## src/pkg/fptr_pkg.sv

```systemverilog
/*
  Constants, state types and table contents for the parameter table ROM.
  Assumes a single 50 MHz system clock and serial pins sampled into that clock.
*/
package fptr_pkg;
  // Serial command framing.
  localparam logic [7:0] PARAM_TABLE_READ_CMD = 8'h5A;
  localparam logic [1:0] ADDR_BYTES = 2'h3;
  localparam logic [1:0] DUMMY_BYTES = 2'h1;
  localparam logic [2:0] BIT_LAST = 3'h7;
  localparam logic [23:0] TABLE_BYTES = 24'h00000C;
  localparam logic [7:0] PAD_BYTE = 8'hFF;
  // First double word fields.
  localparam logic [1:0] ERASE_4K_UNIFORM = 2'h1;
  localparam logic [7:0] ERASE_4K_OP = 8'h20;
  localparam logic GRAN_64B = 1'h1;
  localparam logic VOL_WEN_REQ = 1'h0;
  localparam logic VOL_WEN_SEL = 1'h0;
  localparam logic [2:0] TOP_UNUSED = 3'h7;
  localparam logic [1:0] ADDR_3OR4 = 2'h1;
  localparam logic SUPPORTED = 1'h1;
  localparam logic [7:0] UNUSED_BYTE = 8'hFF;
  // Wait-state and mode-bit encodings.
  localparam logic [4:0] WAIT_NONE = 5'h00;
  localparam logic [4:0] WAIT_4 = 5'h04;
  localparam logic [4:0] WAIT_6 = 5'h06;
  localparam logic [4:0] WAIT_8 = 5'h08;
  localparam logic [4:0] WAIT_10 = 5'h0A;
  localparam logic [2:0] MODE_NONE = 3'h0;
  localparam logic [2:0] MODE_2 = 3'h2;
  localparam logic [7:0] QUAD_IO_OP = 8'hEB;
  localparam logic [7:0] QUAD_OUT_OP = 8'h6B;
  localparam logic [31:0] DENSITY_WORD = 32'h1FFFFFFF;
  localparam logic [31:0] CAP_WORD = {UNUSED_BYTE, SUPPORTED, SUPPORTED, SUPPORTED,
    SUPPORTED, SUPPORTED, ADDR_3OR4, SUPPORTED, ERASE_4K_OP, TOP_UNUSED,
    VOL_WEN_SEL, VOL_WEN_REQ, GRAN_64B, ERASE_4K_UNIFORM};
  localparam logic [31:0] QUAD_WORD = {QUAD_OUT_OP, MODE_NONE, WAIT_8,
    QUAD_IO_OP, MODE_2, WAIT_4};
  localparam logic [23:0] TABLE_BASE_DEF = 24'h000030;

  typedef enum logic [5:0] {
    PH_IDLE = 6'b000001,
    PH_CMD = 6'b000010,
    PH_ADDR = 6'b000100,
    PH_DUMMY = 6'b001000,
    PH_DATA = 6'b010000,
    PH_SKIP = 6'b100000
  } fptr_phase_t;

  typedef struct packed {
    logic [2:0] sclk_s;
    logic [2:0] cs_s;
    logic [2:0] si_s;
    logic sclk_f;
    logic cs_f;
    fptr_phase_t ph;
    logic [2:0] bitc;
    logic [1:0] bytec;
    logic [7:0] shin;
    logic [23:0] addr;
    logic [7:0] tx;
    logic so;
    logic so_oe;
  } fptr_state_t;

  localparam fptr_state_t ST_RESET = '{sclk_s: 3'h0, cs_s: 3'h7, si_s: 3'h0,
    sclk_f: 1'h0, cs_f: 1'h1, ph: PH_IDLE, bitc: 3'h0, bytec: 2'h0,
    shin: 8'h00, addr: 24'h000000, tx: 8'hFF, so: 1'h0, so_oe: 1'h0};
endpackage

```

## src/logic/fptr_rom.sv

```systemverilog
/*
  Parameter table ROM behind the serial flash pins, read with the
  parameter-read command. Assumes the serial clock is well below a third
  of clk, since all pins are oversampled through three flip-flops.
*/
`timescale 1ns/1ps
module fptr_rom #(
  parameter logic [23:0] TABLE_BASE = fptr_pkg::TABLE_BASE_DEF
) (
  // Clock and reset.
  input wire logic clk,
  input wire logic rstn,
  // Serial pins from the host.
  input wire logic sclk,
  input wire logic cs_n,
  input wire logic si,
  // Serial data out with its enable.
  output logic so,
  output logic so_oe
);
  fptr_pkg::fptr_state_t q;
  fptr_pkg::fptr_state_t d;
  logic rise;
  logic fall;
  logic [7:0] rx_byte;

  // Bytes outside the table read as padding, like erased flash.
  function automatic logic [7:0] rd_byte(input logic [23:0] a);
    logic [23:0] off;
    logic [31:0] w;
    off = a - TABLE_BASE;
    case (off[3:2])
      2'h0: w = fptr_pkg::CAP_WORD;
      2'h1: w = fptr_pkg::DENSITY_WORD;
      default: w = fptr_pkg::QUAD_WORD;
    endcase
    if (off < fptr_pkg::TABLE_BYTES) begin
      rd_byte = w[{off[1:0], 3'h0} +: 8];
    end else begin
      rd_byte = fptr_pkg::PAD_BYTE;
    end
  endfunction

  // Only the second and third stages are looked at, never the first.
  assign rise = (q.sclk_s[1] == q.sclk_s[2]) && q.sclk_s[2] && !q.sclk_f;
  assign fall = (q.sclk_s[1] == q.sclk_s[2]) && !q.sclk_s[2] && q.sclk_f;
  assign rx_byte = {q.shin[6:0], q.si_s[2]};

  always_comb begin
    d = q;
    d.sclk_s = {q.sclk_s[1:0], sclk};
    d.cs_s = {q.cs_s[1:0], cs_n};
    d.si_s = {q.si_s[1:0], si};
    if (q.sclk_s[1] == q.sclk_s[2]) begin
      d.sclk_f = q.sclk_s[2];
    end
    if (q.cs_s[1] == q.cs_s[2]) begin
      d.cs_f = q.cs_s[2];
    end
    if (q.cs_f) begin
      // Deselect ends any read at once, even mid-byte.
      d.ph = fptr_pkg::PH_IDLE;
      d.bitc = 3'h0;
      d.bytec = 2'h0;
      d.so_oe = 1'b0;
    end else begin
      if (q.ph == fptr_pkg::PH_IDLE) begin
        d.ph = fptr_pkg::PH_CMD;
      end
      if (rise && q.ph != fptr_pkg::PH_DATA) begin
        d.shin = rx_byte;
        d.bitc = q.bitc + 3'h1;
        if (q.bitc == fptr_pkg::BIT_LAST) begin
          case (q.ph)
            fptr_pkg::PH_IDLE, fptr_pkg::PH_CMD: begin
              // Other commands belong to other blocks; stay silent.
              if (rx_byte == fptr_pkg::PARAM_TABLE_READ_CMD) begin
                d.ph = fptr_pkg::PH_ADDR;
              end else begin
                d.ph = fptr_pkg::PH_SKIP;
              end
              d.bytec = 2'h0;
            end
            fptr_pkg::PH_ADDR: begin
              d.addr = {q.addr[15:0], rx_byte};
              if (q.bytec == fptr_pkg::ADDR_BYTES - 2'h1) begin
                d.ph = fptr_pkg::PH_DUMMY;
                d.bytec = 2'h0;
              end else begin
                d.bytec = q.bytec + 2'h1;
              end
            end
            fptr_pkg::PH_DUMMY: begin
              if (q.bytec == fptr_pkg::DUMMY_BYTES - 2'h1) begin
                d.ph = fptr_pkg::PH_DATA;
                d.tx = rd_byte(q.addr);
                d.bytec = 2'h0;
              end else begin
                d.bytec = q.bytec + 2'h1;
              end
            end
            default: begin
              d.ph = q.ph;
            end
          endcase
        end
      end
      if (fall && q.ph == fptr_pkg::PH_DATA) begin
        // Data changes on the falling edge so it is stable at the next rise.
        d.so = q.tx[7];
        d.so_oe = 1'b1;
        d.tx = {q.tx[6:0], 1'b1};
        d.bitc = q.bitc + 3'h1;
        if (q.bitc == fptr_pkg::BIT_LAST) begin
          d.addr = q.addr + 24'h000001;
          d.tx = rd_byte(q.addr + 24'h000001);
        end
      end
    end
  end

  always_ff @(posedge clk or negedge rstn) begin
    if (!rstn) begin
      q <= fptr_pkg::ST_RESET;
    end else begin
      q <= d;
    end
  end

  assign so = q.so;
  assign so_oe = q.so_oe;

  // Each table byte as the read path decodes it, so checks can pick out single fields.
  logic [7:0] tbl_byte [int'(fptr_pkg::TABLE_BYTES) + 1];
  for (genvar g = 0; g <= int'(fptr_pkg::TABLE_BYTES); g++) begin : g_tbl
    assign tbl_byte[g] = rd_byte(TABLE_BASE + 24'(g));
  end

  erase_4k_a: assert property (@(posedge clk) disable iff (!rstn)
    tbl_byte[0][1:0] == 2'h1 &&
    tbl_byte[1] == 8'h20)
    else $error("4KB erase field or opcode wrong.");
  write_gran_a: assert property (@(posedge clk) disable iff (!rstn)
    tbl_byte[0][2] == 1'h1)
    else $error("Write granularity bit wrong.");
  wen_req_a: assert property (@(posedge clk) disable iff (!rstn)
    tbl_byte[0][3] == 1'h0)
    else $error("Volatile write enable bit wrong.");
  wen_select_a: assert property (@(posedge clk) disable iff (!rstn)
    tbl_byte[0][4:3] == 2'h0)
    else $error("Write enable select bits wrong.");
  top_bits_a: assert property (@(posedge clk) disable iff (!rstn)
    tbl_byte[0][7:5] == 3'h7 &&
    tbl_byte[0] == 8'hE5)
    else $error("First table byte wrong.");
  addr_width_a: assert property (@(posedge clk) disable iff (!rstn)
    tbl_byte[2][2:1] == 2'h1)
    else $error("Address width field wrong.");
  read_flags_a: assert property (@(posedge clk) disable iff (!rstn)
    tbl_byte[2] == 8'hFB &&
    tbl_byte[3] == 8'hFF)
    else $error("Read mode flag byte wrong.");
  quad_io_a: assert property (@(posedge clk) disable iff (!rstn)
    tbl_byte[8] == 8'h44 &&
    tbl_byte[9] == 8'hEB)
    else $error("Quad I/O read settings wrong.");
  quad_out_a: assert property (@(posedge clk) disable iff (!rstn)
    tbl_byte[10] == 8'h08 &&
    tbl_byte[11] == 8'h6B)
    else $error("Quad output read settings wrong.");
  wait_code_a: assert property (@(posedge clk) disable iff (!rstn)
    tbl_byte[8][4:0] inside {5'h00, 5'h04, 5'h06, 5'h08, 5'h0A} &&
    tbl_byte[10][4:0] inside {5'h00, 5'h04, 5'h06, 5'h08, 5'h0A})
    else $error("Wait-state encoding illegal.");
  mode_code_a: assert property (@(posedge clk) disable iff (!rstn)
    tbl_byte[8][7:5] inside {3'h0, 3'h2} &&
    tbl_byte[10][7:5] inside {3'h0, 3'h2})
    else $error("Mode-bit encoding illegal.");
  density_a: assert property (@(posedge clk) disable iff (!rstn)
    tbl_byte[4] == 8'hFF && tbl_byte[5] == 8'hFF &&
    tbl_byte[6] == 8'hFF && tbl_byte[7] == 8'h1F)
    else $error("Density word wrong.");
  pad_byte_a: assert property (@(posedge clk) disable iff (!rstn)
    tbl_byte[int'(fptr_pkg::TABLE_BYTES)] == 8'hFF)
    else $error("Byte past the table not padded.");
  ph_onehot_a: assert property (@(posedge clk) disable iff (!rstn)
    $onehot(q.ph))
    else $error("Phase register not one-hot.");
  oe_in_data_a: assert property (@(posedge clk) disable iff (!rstn)
    so_oe |-> q.ph == fptr_pkg::PH_DATA)
    else $error("Output enabled outside the data phase.");
  skip_silent_a: assert property (@(posedge clk) disable iff (!rstn)
    q.ph == fptr_pkg::PH_SKIP |-> !so_oe)
    else $error("Output driven for a foreign command.");
  so_hold_a: assert property (@(posedge clk) disable iff (!rstn)
    !fall |=> $stable(so))
    else $error("Data output moved without a falling edge.");
  cmd_decode_a: assert property (@(posedge clk) disable iff (!rstn)
    rise && !q.cs_f && q.ph == fptr_pkg::PH_CMD && q.bitc == 3'h7
    |=> q.ph == fptr_pkg::PH_ADDR || q.ph == fptr_pkg::PH_SKIP)
    else $error("Opcode byte not decoded.");
  addr_step_a: assert property (@(posedge clk) disable iff (!rstn)
    fall && !q.cs_f && q.ph == fptr_pkg::PH_DATA && q.bitc == 3'h7
    |=> q.addr == $past(q.addr) + 24'h000001 && q.tx == rd_byte(q.addr))
    else $error("Next byte not fetched after eight bits.");
  data_load_a: assert property (@(posedge clk) disable iff (!rstn)
    q.ph == fptr_pkg::PH_DATA && $past(q.ph) == fptr_pkg::PH_DUMMY
    |-> q.tx == rd_byte(q.addr) && q.bitc == 3'h0)
    else $error("First data byte not loaded from address.");
  bit_out_a: assert property (@(posedge clk) disable iff (!rstn)
    fall && q.ph == fptr_pkg::PH_DATA && !q.cs_f |=> so == $past(q.tx[7]) && so_oe)
    else $error("Data bit not driven on falling edge.");
  release_a: assert property (@(posedge clk) disable iff (!rstn)
    q.cs_f |=> !so_oe && q.ph == fptr_pkg::PH_IDLE)
    else $error("Output still driven after deselect.");
  read_entered_c: cover property (@(posedge clk) disable iff (!rstn)
    q.ph == fptr_pkg::PH_DUMMY ##[1:1000] q.ph == fptr_pkg::PH_DATA);
  other_cmd_c: cover property (@(posedge clk) disable iff (!rstn)
    q.ph == fptr_pkg::PH_SKIP);
  abort_c: cover property (@(posedge clk) disable iff (!rstn)
    q.ph == fptr_pkg::PH_DATA ##1 q.ph == fptr_pkg::PH_IDLE);
  byte_step_c: cover property (@(posedge clk) disable iff (!rstn)
    fall && !q.cs_f && q.ph == fptr_pkg::PH_DATA && q.bitc == 3'h7);
endmodule // fptr_rom

```

## config.mk

```make
export PLATFORM = sky130hd
export DESIGN_NAME = fptr_rom
export DESIGN_NICKNAME = d
export VERILOG_FILES = /design/src/pkg/fptr_pkg.sv /design/src/logic/fptr_rom.sv
export SDC_FILE = /design/constraint.sdc
export NUM_CORES = 1
export LEC_CHECK = 0
export CAP_MARGIN = 20
export CELL_PAD_IN_SITES_DETAIL_PLACEMENT = 0
export CELL_PAD_IN_SITES_GLOBAL_PLACEMENT = 1
export CORE_MARGIN = 1
export CORE_UTILIZATION = 50
export DETAILED_ROUTE_END_ITERATION = 12
export DONT_BUFFER_PORTS = 1
export PLACE_DENSITY = 0.84
export SLEW_MARGIN = 20
export SYNTH_ARGS = -nofsm -noshare
export SYNTH_HDL_FRONTEND = slang
export SYNTH_SLANG_ARGS = --single-unit
```

## constraint.sdc

```tcl
create_clock -name clk -period 7 [get_ports clk]
set_input_delay 0 -clock clk [delete_from_list [all_inputs] [get_ports clk]]
set_output_delay 0 -clock clk [all_outputs]
set_load 0.01 [all_outputs]
```

# == Yosys cells after proc, flatten, opt, wreduce, memory -nomap -nowiden ==
# Index checks and enable logic that the tools add are counted.
# totals
reg_bits,64
input_bits,5
wordCells,94
output_inout_bits,2
# classes
order_cmp,2
reduce_logical,25
shift,2
addsub,5
n_mux,32
n_bitwise,1
eq_ne,14
# ops
operator,n
two-way mux 32 bit,10
one-hot mux 32 bit (2 select lines),2
variable part select 32 x 6 -> 8 bit,2
two-way mux 51 bit,1
< comparator 24 x 4 -> 1 bit (second input constant),2
subtractor 24 x 6 -> 24 bit (second input constant),2
two-way mux 34 bit,1
two-way mux 8 bit,4
two-way mux 6 bit,5
adder 24 x 1 -> 24 bit (second input constant),1
two-way mux 24 bit,1
one-hot mux 6 bit (3 select lines),1
nonzero test 2 bit,7
two-way mux 11 bit,1
equality test 8 x 7 -> 1 bit (second input constant),1
equality test 6 x 1 -> 1 bit (second input constant),1
equality test 6 x 2 -> 1 bit (second input constant),1
equality test 6 x 3 -> 1 bit (second input constant),1
equality test 6 x 4 -> 1 bit (second input constant),1
equality test 6 x 5 -> 1 bit (second input constant),1
logical AND 1 bit,6
zero test 2 bit,3
two-way mux 2 bit,3
!= test 6 x 3 -> 1 bit (second input constant),1
other kinds (18),22

# == Longest topological paths before layout ==
# Gate-level depths: netlist of run 1.
# logic_depth
ltp_word,17
mapped_depth,11
mapped_depth_nobuf,9

# == Least setup slack after synthesis of run 1 ==
# OpenSTA, ideal clock, no wires.
# synth_timing
path_type,register to register
startpoint,register q[11] (netlist bit)
endpoint,register q[9] (netlist bit)
required_ns,6.917
synth_period_minus_slack_ns,2.489
slack_ns,4.511
t_arrival_ns,2.406
stages_incl_launch_ff,10
n_path_buf,0
setup_ns,0.083
cell_sequence,dfrtp_1 -> ha_1 -> nand3_2 -> or4_1 -> o31ai_1 -> o22ai_1 -> nor4_4 -> o2111ai_4 -> a2111oi_4 -> o21ai_1
# synth_via
elab_chain_cells,15
elab_cells_between_ends,29
classes_between,add/sub (3); order compare (2); eq/ne (2); shift (2); mux (18); reduce/logical (2)
# synth_lines
element,line_no,rtl
from (decl),fptr_rom.sv:21,fptr_pkg::fptr_state_t q;
from (signal assigned),fptr_rom.sv:124,q <= fptr_pkg::ST_RESET;
branches (longest 14 deep; another with adder 24 x 1 -> 24 bit),-,
two-way mux 34 bit *,fptr_rom.sv:108,if (fall && q.ph == fptr_pkg::PH_DATA) begin
# Every way passes the cells marked *. The select of a mux whose other input is x is not followed.
# A chain may end at the register's enable or synchronous reset.

# == Final worst setup path of run 1 ==
# layout_timing
startpoint,register q[10] (netlist bit)
endpoint,register q[9] (netlist bit)
# The elaborated chain is that of the path after synthesis.

==> flow_summary.ini, run 1 <==
[synthesis]
syn_nets = 500
ys_seq_area_share_pct = 37.7
ys_warn_count = 0
synth_cell_types = 68
synthCells = 485
postSynthAreaPerCell_um2 = 8.71
async_flop_share_pct = 100
yosys.area.top_type = dfrtp_1
syn_area_um2 = 4230
synth_edf_count = 0
ys_ff_latch = 63
synth_top_area_share_pct = 29.6
ys_dominant_reg_cell = dfrtp_1
ys_top_cells_by_area = dfrtp_1, dfstp_2, nor2_1

[final_layout]
fillers = 774
diodes = 0
fin_util_pct = 54.8
drive_gt1_share_pct = 11.3
fin_cells = 576
layout_common_cells = nor2_1, dfrtp_1, a21oi_1
final_common_cell = nor2_1
area_growth_pct = 6.51
nets = 481
design_area_um2 = 4500

[die]
start_util_pct = 51.4
dieArea_um2 = 8820
die_height_um = 93.9
coreArea_um2 = 8220
fp-row-count = 33
ios = 7
die_w_um = 93.9

[sta]
period_share_pct = 49.6
finClkSkew_ps = 12.7
relSlewSlack_pct = 35.8
finalMaxSlewViolations = 0
worst_slack_ps = 3530
max_slew.worst_pin.slew_ps = 956
fin_hold_ws_ps = 182
rsz0062_at_grt = false
finalHoldViolations = 0
setup_viol_count_final = 0
setup-tns-final_ps = 0
fin_crit_ps = 3470
fmax_mhz = 288

[setup_path]
end_kind = flop
critPathSlowestCell = dfrtp_1
required_ps = 7270
critPathKind = reg -> reg
critPathMaxStageDelay_ps = 750
critPathMaxFanout = 21
critPathLaunchType = flop
path_cells = ha_1 -> nand3_2 -> or4_1 -> o31ai_1 -> o22ai_1 -> nor3_1 -> o2111ai_4 -> a2111oi_4 -> o21ai_1
crit_arrival_ps = 3740

[detailed_routing]
wl_um = 10800
route.top_layer_used = met4
firstDrtPassIters = 5
wire_per_inst_um = 18.7
wl_met1_um = 4850
drc_errors = 0
ant_nets = 0
vias = 3718
drtIter0Drc = 452
met2_length_um = 5090
wl_met3_um = 543
avgViaCountPerCell = 6.45

[grt]
antenna_found_initial = 0
grt_pass1_vias = 3473
globalRouteOverflowTotal = 0
grt_pass1_wl_um = 17700
grt_usage_pct = 26.1
grt_max_degree = 64

[clocking]
cts.sinks = 63
cts_tree = yes
cts_setup_buffers = 0
cts_inserted_buffers = 9
clk_latency_ps = 350
htreeDepth = 3
root_buffer = clkbuf_8
clockBufferDepth = 2
clk_pin_slew_ps = 70

[hold_path]
hp-class = in -> async

[placed_design]
port-buffer-count = 0
place_inst = 555
placed_area_um2 = 4220
globalplace.congestion = 0.889
hpwlAfterDp_um = 7300
dpl_worst_slack_ps = 3600

[power_and_ir_drop]
peakVddDrop_mv = 0.101
power_density_nw_per_um2 = 181
design_power_total_mw = 0.815
leakagePower_nw = 1.78

[job]
cap_violations = 0

[outcome]
status = finished, final reports clean
report_power, final:
group	internal, mW	total, mW	leakage, nW	switching (mW)
logic	0.0258	0.0534	0.859	0.0276
clock network	0.209	0.350	0.110	0.141
registers	0.389	0.412	0.808	0.0230
what timing repair did:
action | CTS | global route
resized for setup | 0 | 0
hold endpoints to repair | 66 | 0
hold buffers | 5 | 0
final timing paths:
path                        from     to  slack, ps  cells after the start
max                        q[10]   q[9]       3530                      9
min                         rstn  q[29]        180                      2
max reg2reg                q[10]   q[9]       3530                      9
min reg2reg                d[56]  d[57]        360                      0
max in group asynchronous   rstn  q[60]       6490                      2
min in group clk              si  d[56]        200                      1
logic make-up (layout without fill, tap and decap cells):
logic type / Yosys count / after routing / synth area share (%)
XOR/XNOR: 15 / 15 / 3.29
AND/OR/NAND/NOR: 184 / 184 / 23.8
flip-flops: 63 / 63 / 37.7
adder cells (fa/ha/maj): 11 / 11 / 3.20
buffers and inverters: 54 / 40 / 5.18
AO/OA/AOI/OAI: 148 / 148 / 24.2
multiplexers: 10 / 10 / 2.58
cells in the mapped netlist (all sizes together) (2+ instances only):
library cell	instances
nor2	59
a221oi	2
buf	10
nor3	11
o21a	5
o221ai	5
a22oi	4
o21ai	25
o22ai	3
a21o	3
nand2	36
a21oi	43
o31ai	5
nand3	14
nor3b	6
inv	17
and2	2
xnor2	12
o32a	3
a31oi	10
dfrtp	50
or4	2
o22a	19
mux2	7
xor2	3
a2111oi	2
and3	2
clkbuf	27
nand4	16
dfstp	13
or3	3
a211oi	7
nor4	13
ha	10
nand2b	3
and4	4
nor2b	7
a2bb2oi	2
nand4b	2
mux2i	3
layer usage:
metal / up-vias / global-route usage, %
li1: 1756 / -
met1: 1814 / 35.2
met2: 122 / 40.4
met3: 26 / 5.26
met4: 0 / 11.7
met5: - / 0
cell type report:
| class | instances | area [um2] | share of cell area [%] |
|---|---|---|---|
| Multi-Input combinational cell | 368 | 2410 | 53.7 |
| Sequential cell | 63 | 1590 | 35.4 |
| Clock buffer | 12 | 145 | 3.22 |
| Tap cell | 105 | 131 | 2.92 |
| Timing Repair Buffer | 7 | 82.6 | 1.83 |
| Clock inverter | 4 | 70.1 | 1.56 |
| Inverter | 17 | 63.8 | 1.42 |
state kept, by name, indices dropped and copies added (netlist names):
signal,cells
so,1
d,6
q,55
so_oe,1
critical path: cells and delay by family (launching register included):
kind | cells | cell delay (ps)
DFF | 1 | 750
adders and majority gates | 1 | 550
AOI/OAI and AO/OA | 5 | 900
and+or+nand+nor | 3 | 1200
(Power assumes the default switching activity.)
==> run 2: changes to the inputs <==
--- a/config.mk
+++ b/config.mk
@@ -5,11 +5,12 @@
 export SDC_FILE = /design/constraint.sdc
 export NUM_CORES = 1
 export LEC_CHECK = 0
+export ABC_AREA = 1
 export CAP_MARGIN = 20
 export CELL_PAD_IN_SITES_DETAIL_PLACEMENT = 0
 export CELL_PAD_IN_SITES_GLOBAL_PLACEMENT = 1
 export CORE_MARGIN = 1
-export CORE_UTILIZATION = 50
+export CORE_UTILIZATION = 47
 export DETAILED_ROUTE_END_ITERATION = 12
 export DONT_BUFFER_PORTS = 1
 export PLACE_DENSITY = 0.84
==> constraint.sdc (replaced) <==
create_clock -name clk -period 3.4 [get_ports clk]
set_input_delay 0 -clock clk [delete_from_list [all_inputs] [get_ports clk]]
set_output_delay 0 -clock clk [all_outputs]
set_load 0.01 [all_outputs]
==> run 2 against run 1 <==
Effect of this change:
- non-clock buffer count increased by 3
- register-to-register slack got worse by 3100 ps
- critical path type unchanged
- largest power group unchanged
- critical endpoint is now q[2]
- total power increased by 130%
- synthesized cell count increased by 48%
- fmax increased by 17%
==> flow_summary.ini, run 2 <==
[synthesis]
async_flop_share_pct = 100
syn_nets = 735
ys_warn_count = 0
syn_area_um2 = 4750
ys_seq_area_share_pct = 33.5
ys_top_cells_by_area = dfrtp_1, nand2_1, o21ai_0
yosys.area.top_type = dfrtp_1
yosys-top-cells-count = nand2_1, nor2_1, o21ai_0, inv_1, dfrtp_1
synth_top_area_share_pct = 26.3
synthCells = 720
ys_dominant_reg_cell = dfrtp_1
synth_cell_types = 38
ys_ff_latch = 63
synth_most_common_cell = nand2_1
postSynthAreaPerCell_um2 = 6.60
synth_edf_count = 0

[setup_path]
end_kind = flop
critPathMaxFanout = 17
required_ps = 3690
critPathLaunchType = flop
critPathKind = reg -> reg
crit_arrival_ps = 3250

[sta]
setup-tns-final_ps = 0
relSlewSlack_pct = 45.5
finalMaxSlewViolations = 0
fmax_mhz = 338
setup_viol_count_final = 0
period_share_pct = 86.9
finalHoldViolations = 0
max_slew.worst_pin.slew_ps = 816
fin_crit_ps = 2960
rsz0062_at_grt = false
finClkSkew_ps = 11.1
fin_hold_ws_ps = 183

[final_layout]
layout_common_cells = nand2_1, nor2_1, o21ai_0
fin_cells = 855
fillers = 970
nets = 732
drive_gt1_share_pct = 9.70
top_register = q
area_growth_pct = 8.85
largest_reg_flops = 55
diodes = 0
final_common_cell = nand2_1

[clocking]
htreeDepth = 3
clk_latency_ps = 360
cts_tree = yes
cts.sinks = 63
cts_setup_buffers = 0
root_buffer = clkbuf_8
clk_pin_slew_ps = 80
cts_inserted_buffers = 9
clockBufferDepth = 2

[placed_design]
port-buffer-count = 0
place_inst = 834
hpwlAfterDp_um = 10100
globalplace.congestion = 0.916

[die]
die_height_um = 103
dieArea_um2 = 10500
ios = 7
die_w_um = 103
fp-row-count = 36
coreArea_um2 = 9770
start_util_pct = 48.6

[detailed_routing]
avgViaCountPerCell = 5.70
vias = 4872
wl_um = 14200
ant_nets = 0
drtIter0Drc = 282
drc_errors = 0
wire_per_inst_um = 16.6
firstDrtPassIters = 5

[grt]
grt_pass1_wl_um = 22500
grt_usage_pct = 28.6
grt_max_degree = 64
grt_pass1_vias = 4574
globalRouteOverflowTotal = 0
antenna_found_initial = 0

[power_and_ir_drop]
design_power_total_mw = 1.90
power_density_nw_per_um2 = 367
leakagePower_nw = 2.32
peakVddDrop_mv = 0.253

[outcome]
status = finished, final reports clean

[hold_path]
hp-class = in -> reg

[job]
cap_violations = 0
run 2: cells by family (layout without fill, tap and decap cells):
logic type      count (synthesis)  after routing  synth area share (%)
compound gates                153            153                  17.6
simple gates                  391            391                  37.4
flops                          63             63                  33.5
fa+ha+maj                      11             11                  2.84
xor+xnor                        1              1                 0.184
buf+inv                       101            103                  8.40
run 2: metal layers:
layer	global-route usage [%]	part of all wire, %	vias up
li1	-	-	2407
met1	34.3	43	2255
met2	48.3	47	157
met3	5.22	4.9	53
met4	16.5	5.0	0
met5	0	0	-
run 2: worst paths after layout:
path	cells after the start	endpoint	slack, ps	start
min	1	d[59]	180	cs_n
max reg2reg	16	q[2]	440	q[10]
max	16	q[2]	440	q[10]
min reg2reg	0	q[57]	350	d[57]
max in group asynchronous	2	q[47]	2880	rstn
min in group asynchronous	2	q[26]	210	rstn
run 2: worst max-delay path, stage by stage (launching register included):
cell and delay [ps]:
dfrtp_1 670, ha_1 330, inv_1 140, nor2_8 210
nand3_2 140, nand2_1 80, nand2_1 110, nor2_1 240
nand2_1 80, nor2_1 140, nand3_1 100, nand2_1 70
nand2_1 80, nor2_4 200, nand3_1 100, o21ai_1 120
o21ai_1 70
run 2: cell type report:
class / instances / area, um2 / share of cell area [%]
Multi-Input combinational cell: 556 / 2760 / 53.4
Sequential cell: 63 / 1590 / 30.8
Inverter: 77 / 289 / 5.59
Tap cell: 133 / 166 / 3.22
Clock buffer: 10 / 138 / 2.66
Clock inverter: 6 / 116 / 2.25
Timing Repair Buffer: 10 / 105 / 2.03
run 2: per-stage QoR:
step / setup WS (ps) / util, % / area (um2)
2_1_floorplan: 1290 / - / 4750
3_3_place_gp: 625 / 49.6 / 4850
3_5_place_dp: 569 / 49.6 / 4850
4_1_cts: 547 / 52.9 / 5170
5_1_grt: 139 / 52.9 / 5170
6_report: 445 / 52.9 / 5170
run 2: timing repair:
action / 4_1_cts / 5_1_grt
hold buffers: 5 / 0
hold endpoints to repair: 66 / 0
gates resized for setup: 0 / 0
endpoints found under the setup margin: 0 / 0
run 2: power breakdown:
part	internal, mW	switching, mW
logic	0.0610	0.129
registers	0.800	0.0561
clock network	0.512	0.340
total	1.37	0.526
==> run 3: changes to the inputs <==
--- a/config.mk
+++ b/config.mk
@@ -14,6 +14,7 @@
 export DETAILED_ROUTE_END_ITERATION = 12
 export DONT_BUFFER_PORTS = 1
 export PLACE_DENSITY = 0.84
+export RECOVER_POWER = 50
 export SLEW_MARGIN = 20
 export SYNTH_ARGS = -nofsm -noshare
 export SYNTH_HDL_FRONTEND = slang
==> constraint.sdc (replaced) <==
create_clock -name clk -period 3.4 [get_ports clk]
set_input_delay 0.85 -clock clk [delete_from_list [all_inputs] [get_ports clk]]
set_output_delay 0.85 -clock clk [all_outputs]
set_load 0.01 [all_outputs]
==> run 3 against run 2 <==
Effect of this change:
- sequential share of layout area up 0.41 points
- fmax rose by 0.94%
- combinational power fell by 12%
- register-to-register slack better by 30 ps
- first-iteration DRC count is 1.4% lower
- via count fell by 0.90%
- clock skew decreased by 0.54 ps
- global-route usage down 0.087 points
==> flow_summary.ini, run 3 (synthesis results as in run 2) <==
[job]
cap_violations = 0

[grt]
grt_usage_pct = 28.6
globalRouteOverflowTotal = 0
antenna_found_initial = 0
grt_pass1_vias = 4561
grt_max_degree = 64
grt_pass1_wl_um = 22400

[sta]
setup_viol_count_final = 0
fmax_mhz = 342
fin_crit_ps = 2930
period_share_pct = 86.1
finalHoldViolations = 0
finClkSkew_ps = 10.6
setup-tns-final_ps = 0
relSlewSlack_pct = 45.1
rsz0062_at_grt = false
max_slew.worst_pin.slew_ps = 823
finalMaxSlewViolations = 0

[clocking]
cts_resized = 0
cts_setup_buffers = 0
holdBufCountCts = 0
clk_pin_slew_ps = 80
clockBufferDepth = 2
root_buffer = clkbuf_8
htreeDepth = 3
cts_inserted_buffers = 9
clk_latency_ps = 350
cts_tree = yes
cts.sinks = 63

[final_layout]
nets = 727
layout_common_cells = nand2_1, nor2_1, o21ai_0
drive_gt1_share_pct = 9.62
area_growth_pct = 7.43
largest_reg_flops = 55
fillers = 971
top_register = q
final_common_cell = nand2_1
diodes = 0

[power_and_ir_drop]
pwr-share-comb_pct = 9.0
p_int_mw = 1.37
peakVddDrop_mv = 0.253
power_density_nw_per_um2 = 366
leakagePower_nw = 2.29
p_sw_mw = 0.503
pwr-share-seq_pct = 45.7
swShare_pct = 26.9
design_power_total_mw = 1.87
pwr-share-clk_pct = 45.3

[die]
coreArea_um2 = 9770
ios = 7
start_util_pct = 48.6
fp-row-count = 36
die_w_um = 103
die_height_um = 103
dieArea_um2 = 10500

[detailed_routing]
avgViaCountPerCell = 5.68
firstDrtPassIters = 5
vias = 4828
wire_per_inst_um = 16.5
ant_nets = 0
drtIter0Drc = 278
wl_um = 14000
drc_errors = 0

[setup_path]
critPathLaunchType = flop
end_kind = flop
critPathMaxFanout = 17
required_ps = 3690
critPathKind = reg -> reg
crit_arrival_ps = 3210

[placed_design]
port-buffer-count = 0
hpwlAfterDp_um = 10100
globalplace.congestion = 0.916

[outcome]
status = finished, final reports clean

[hold_path]
hp-class = in -> async
run 3: worst paths after layout:
kind / start / endpoint / slack (ps) / cells past startpoint
min in group clk: d[57] / q[57] / 350 / 0
setup reg to reg: q[10] / q[2] / 470 / 16
hold / removal: rstn / q[14] / 180 / 0
max in group asynchronous: rstn / q[60] / 3000 / 0
setup / recovery: q[10] / q[2] / 470 / 16
hold reg to reg: d[57] / q[57] / 350 / 0
run 3: cell type report:
cell class / instances / area [um2] / area share [%]
well taps: 133 / 166 / 3.26
multi-input cells: 556 / 2760 / 54.2
clock buffers: 10 / 138 / 2.70
flip-flops and latches: 63 / 1590 / 31.2
clock inverters: 6 / 116 / 2.28
repair buffers: 5 / 37.5 / 0.735
inverters: 77 / 289 / 5.66
run 3: power groups by stage:
stage / logic, mW / registers [mW] / clock network [mW]
after floorplan: 0.152 / 0.839 / 0
after global placement: 0.158 / 0.865 / 0
after detailed placement: 0.163 / 0.868 / 0
after CTS: 0.165 / 0.854 / 0.863
after global routing: 0.192 / 0.863 / 0.892
final: 0.168 / 0.855 / 0.847
run 3: critical path, stage by stage, from the launching register on:
cell and delay, ps:
dfrtp_1 660, ha_1 330, inv_1 140, nor2_8 210, nand3_2 130, nand2_1 80
nand2_1 110, nor2_1 240, nand2_1 80, nor2_1 130, nand3_1 90, nand2_1 70
nand2_1 80, nor2_4 200, nand3_1 100, o21ai_1 120, o21ai_1 70
run 3: layer usage:
metal,up-vias,global-route usage (%),share of wire [%],wire (um)
met5,-,0,0,0
met2,128,48.0,48,6690
met3,48,5.22,4.8,674
met1,2256,34.3,43,6050
met4,0,16.6,4.5,632
li1,2396,-,-,-
run 3: stage by stage:
step	setup WS, ps	hold slack (ps)	instance area (um2)	cells	util, %
final	472	182	5100	850	52.2
after global routing	139	161	5100	850	52.2
after CTS	547	171	5100	850	52.2
after detailed placement	569	336	4850	834	49.6
after global placement	625	333	4850	834	49.6
after floorplan	1290	331	4750	720	-
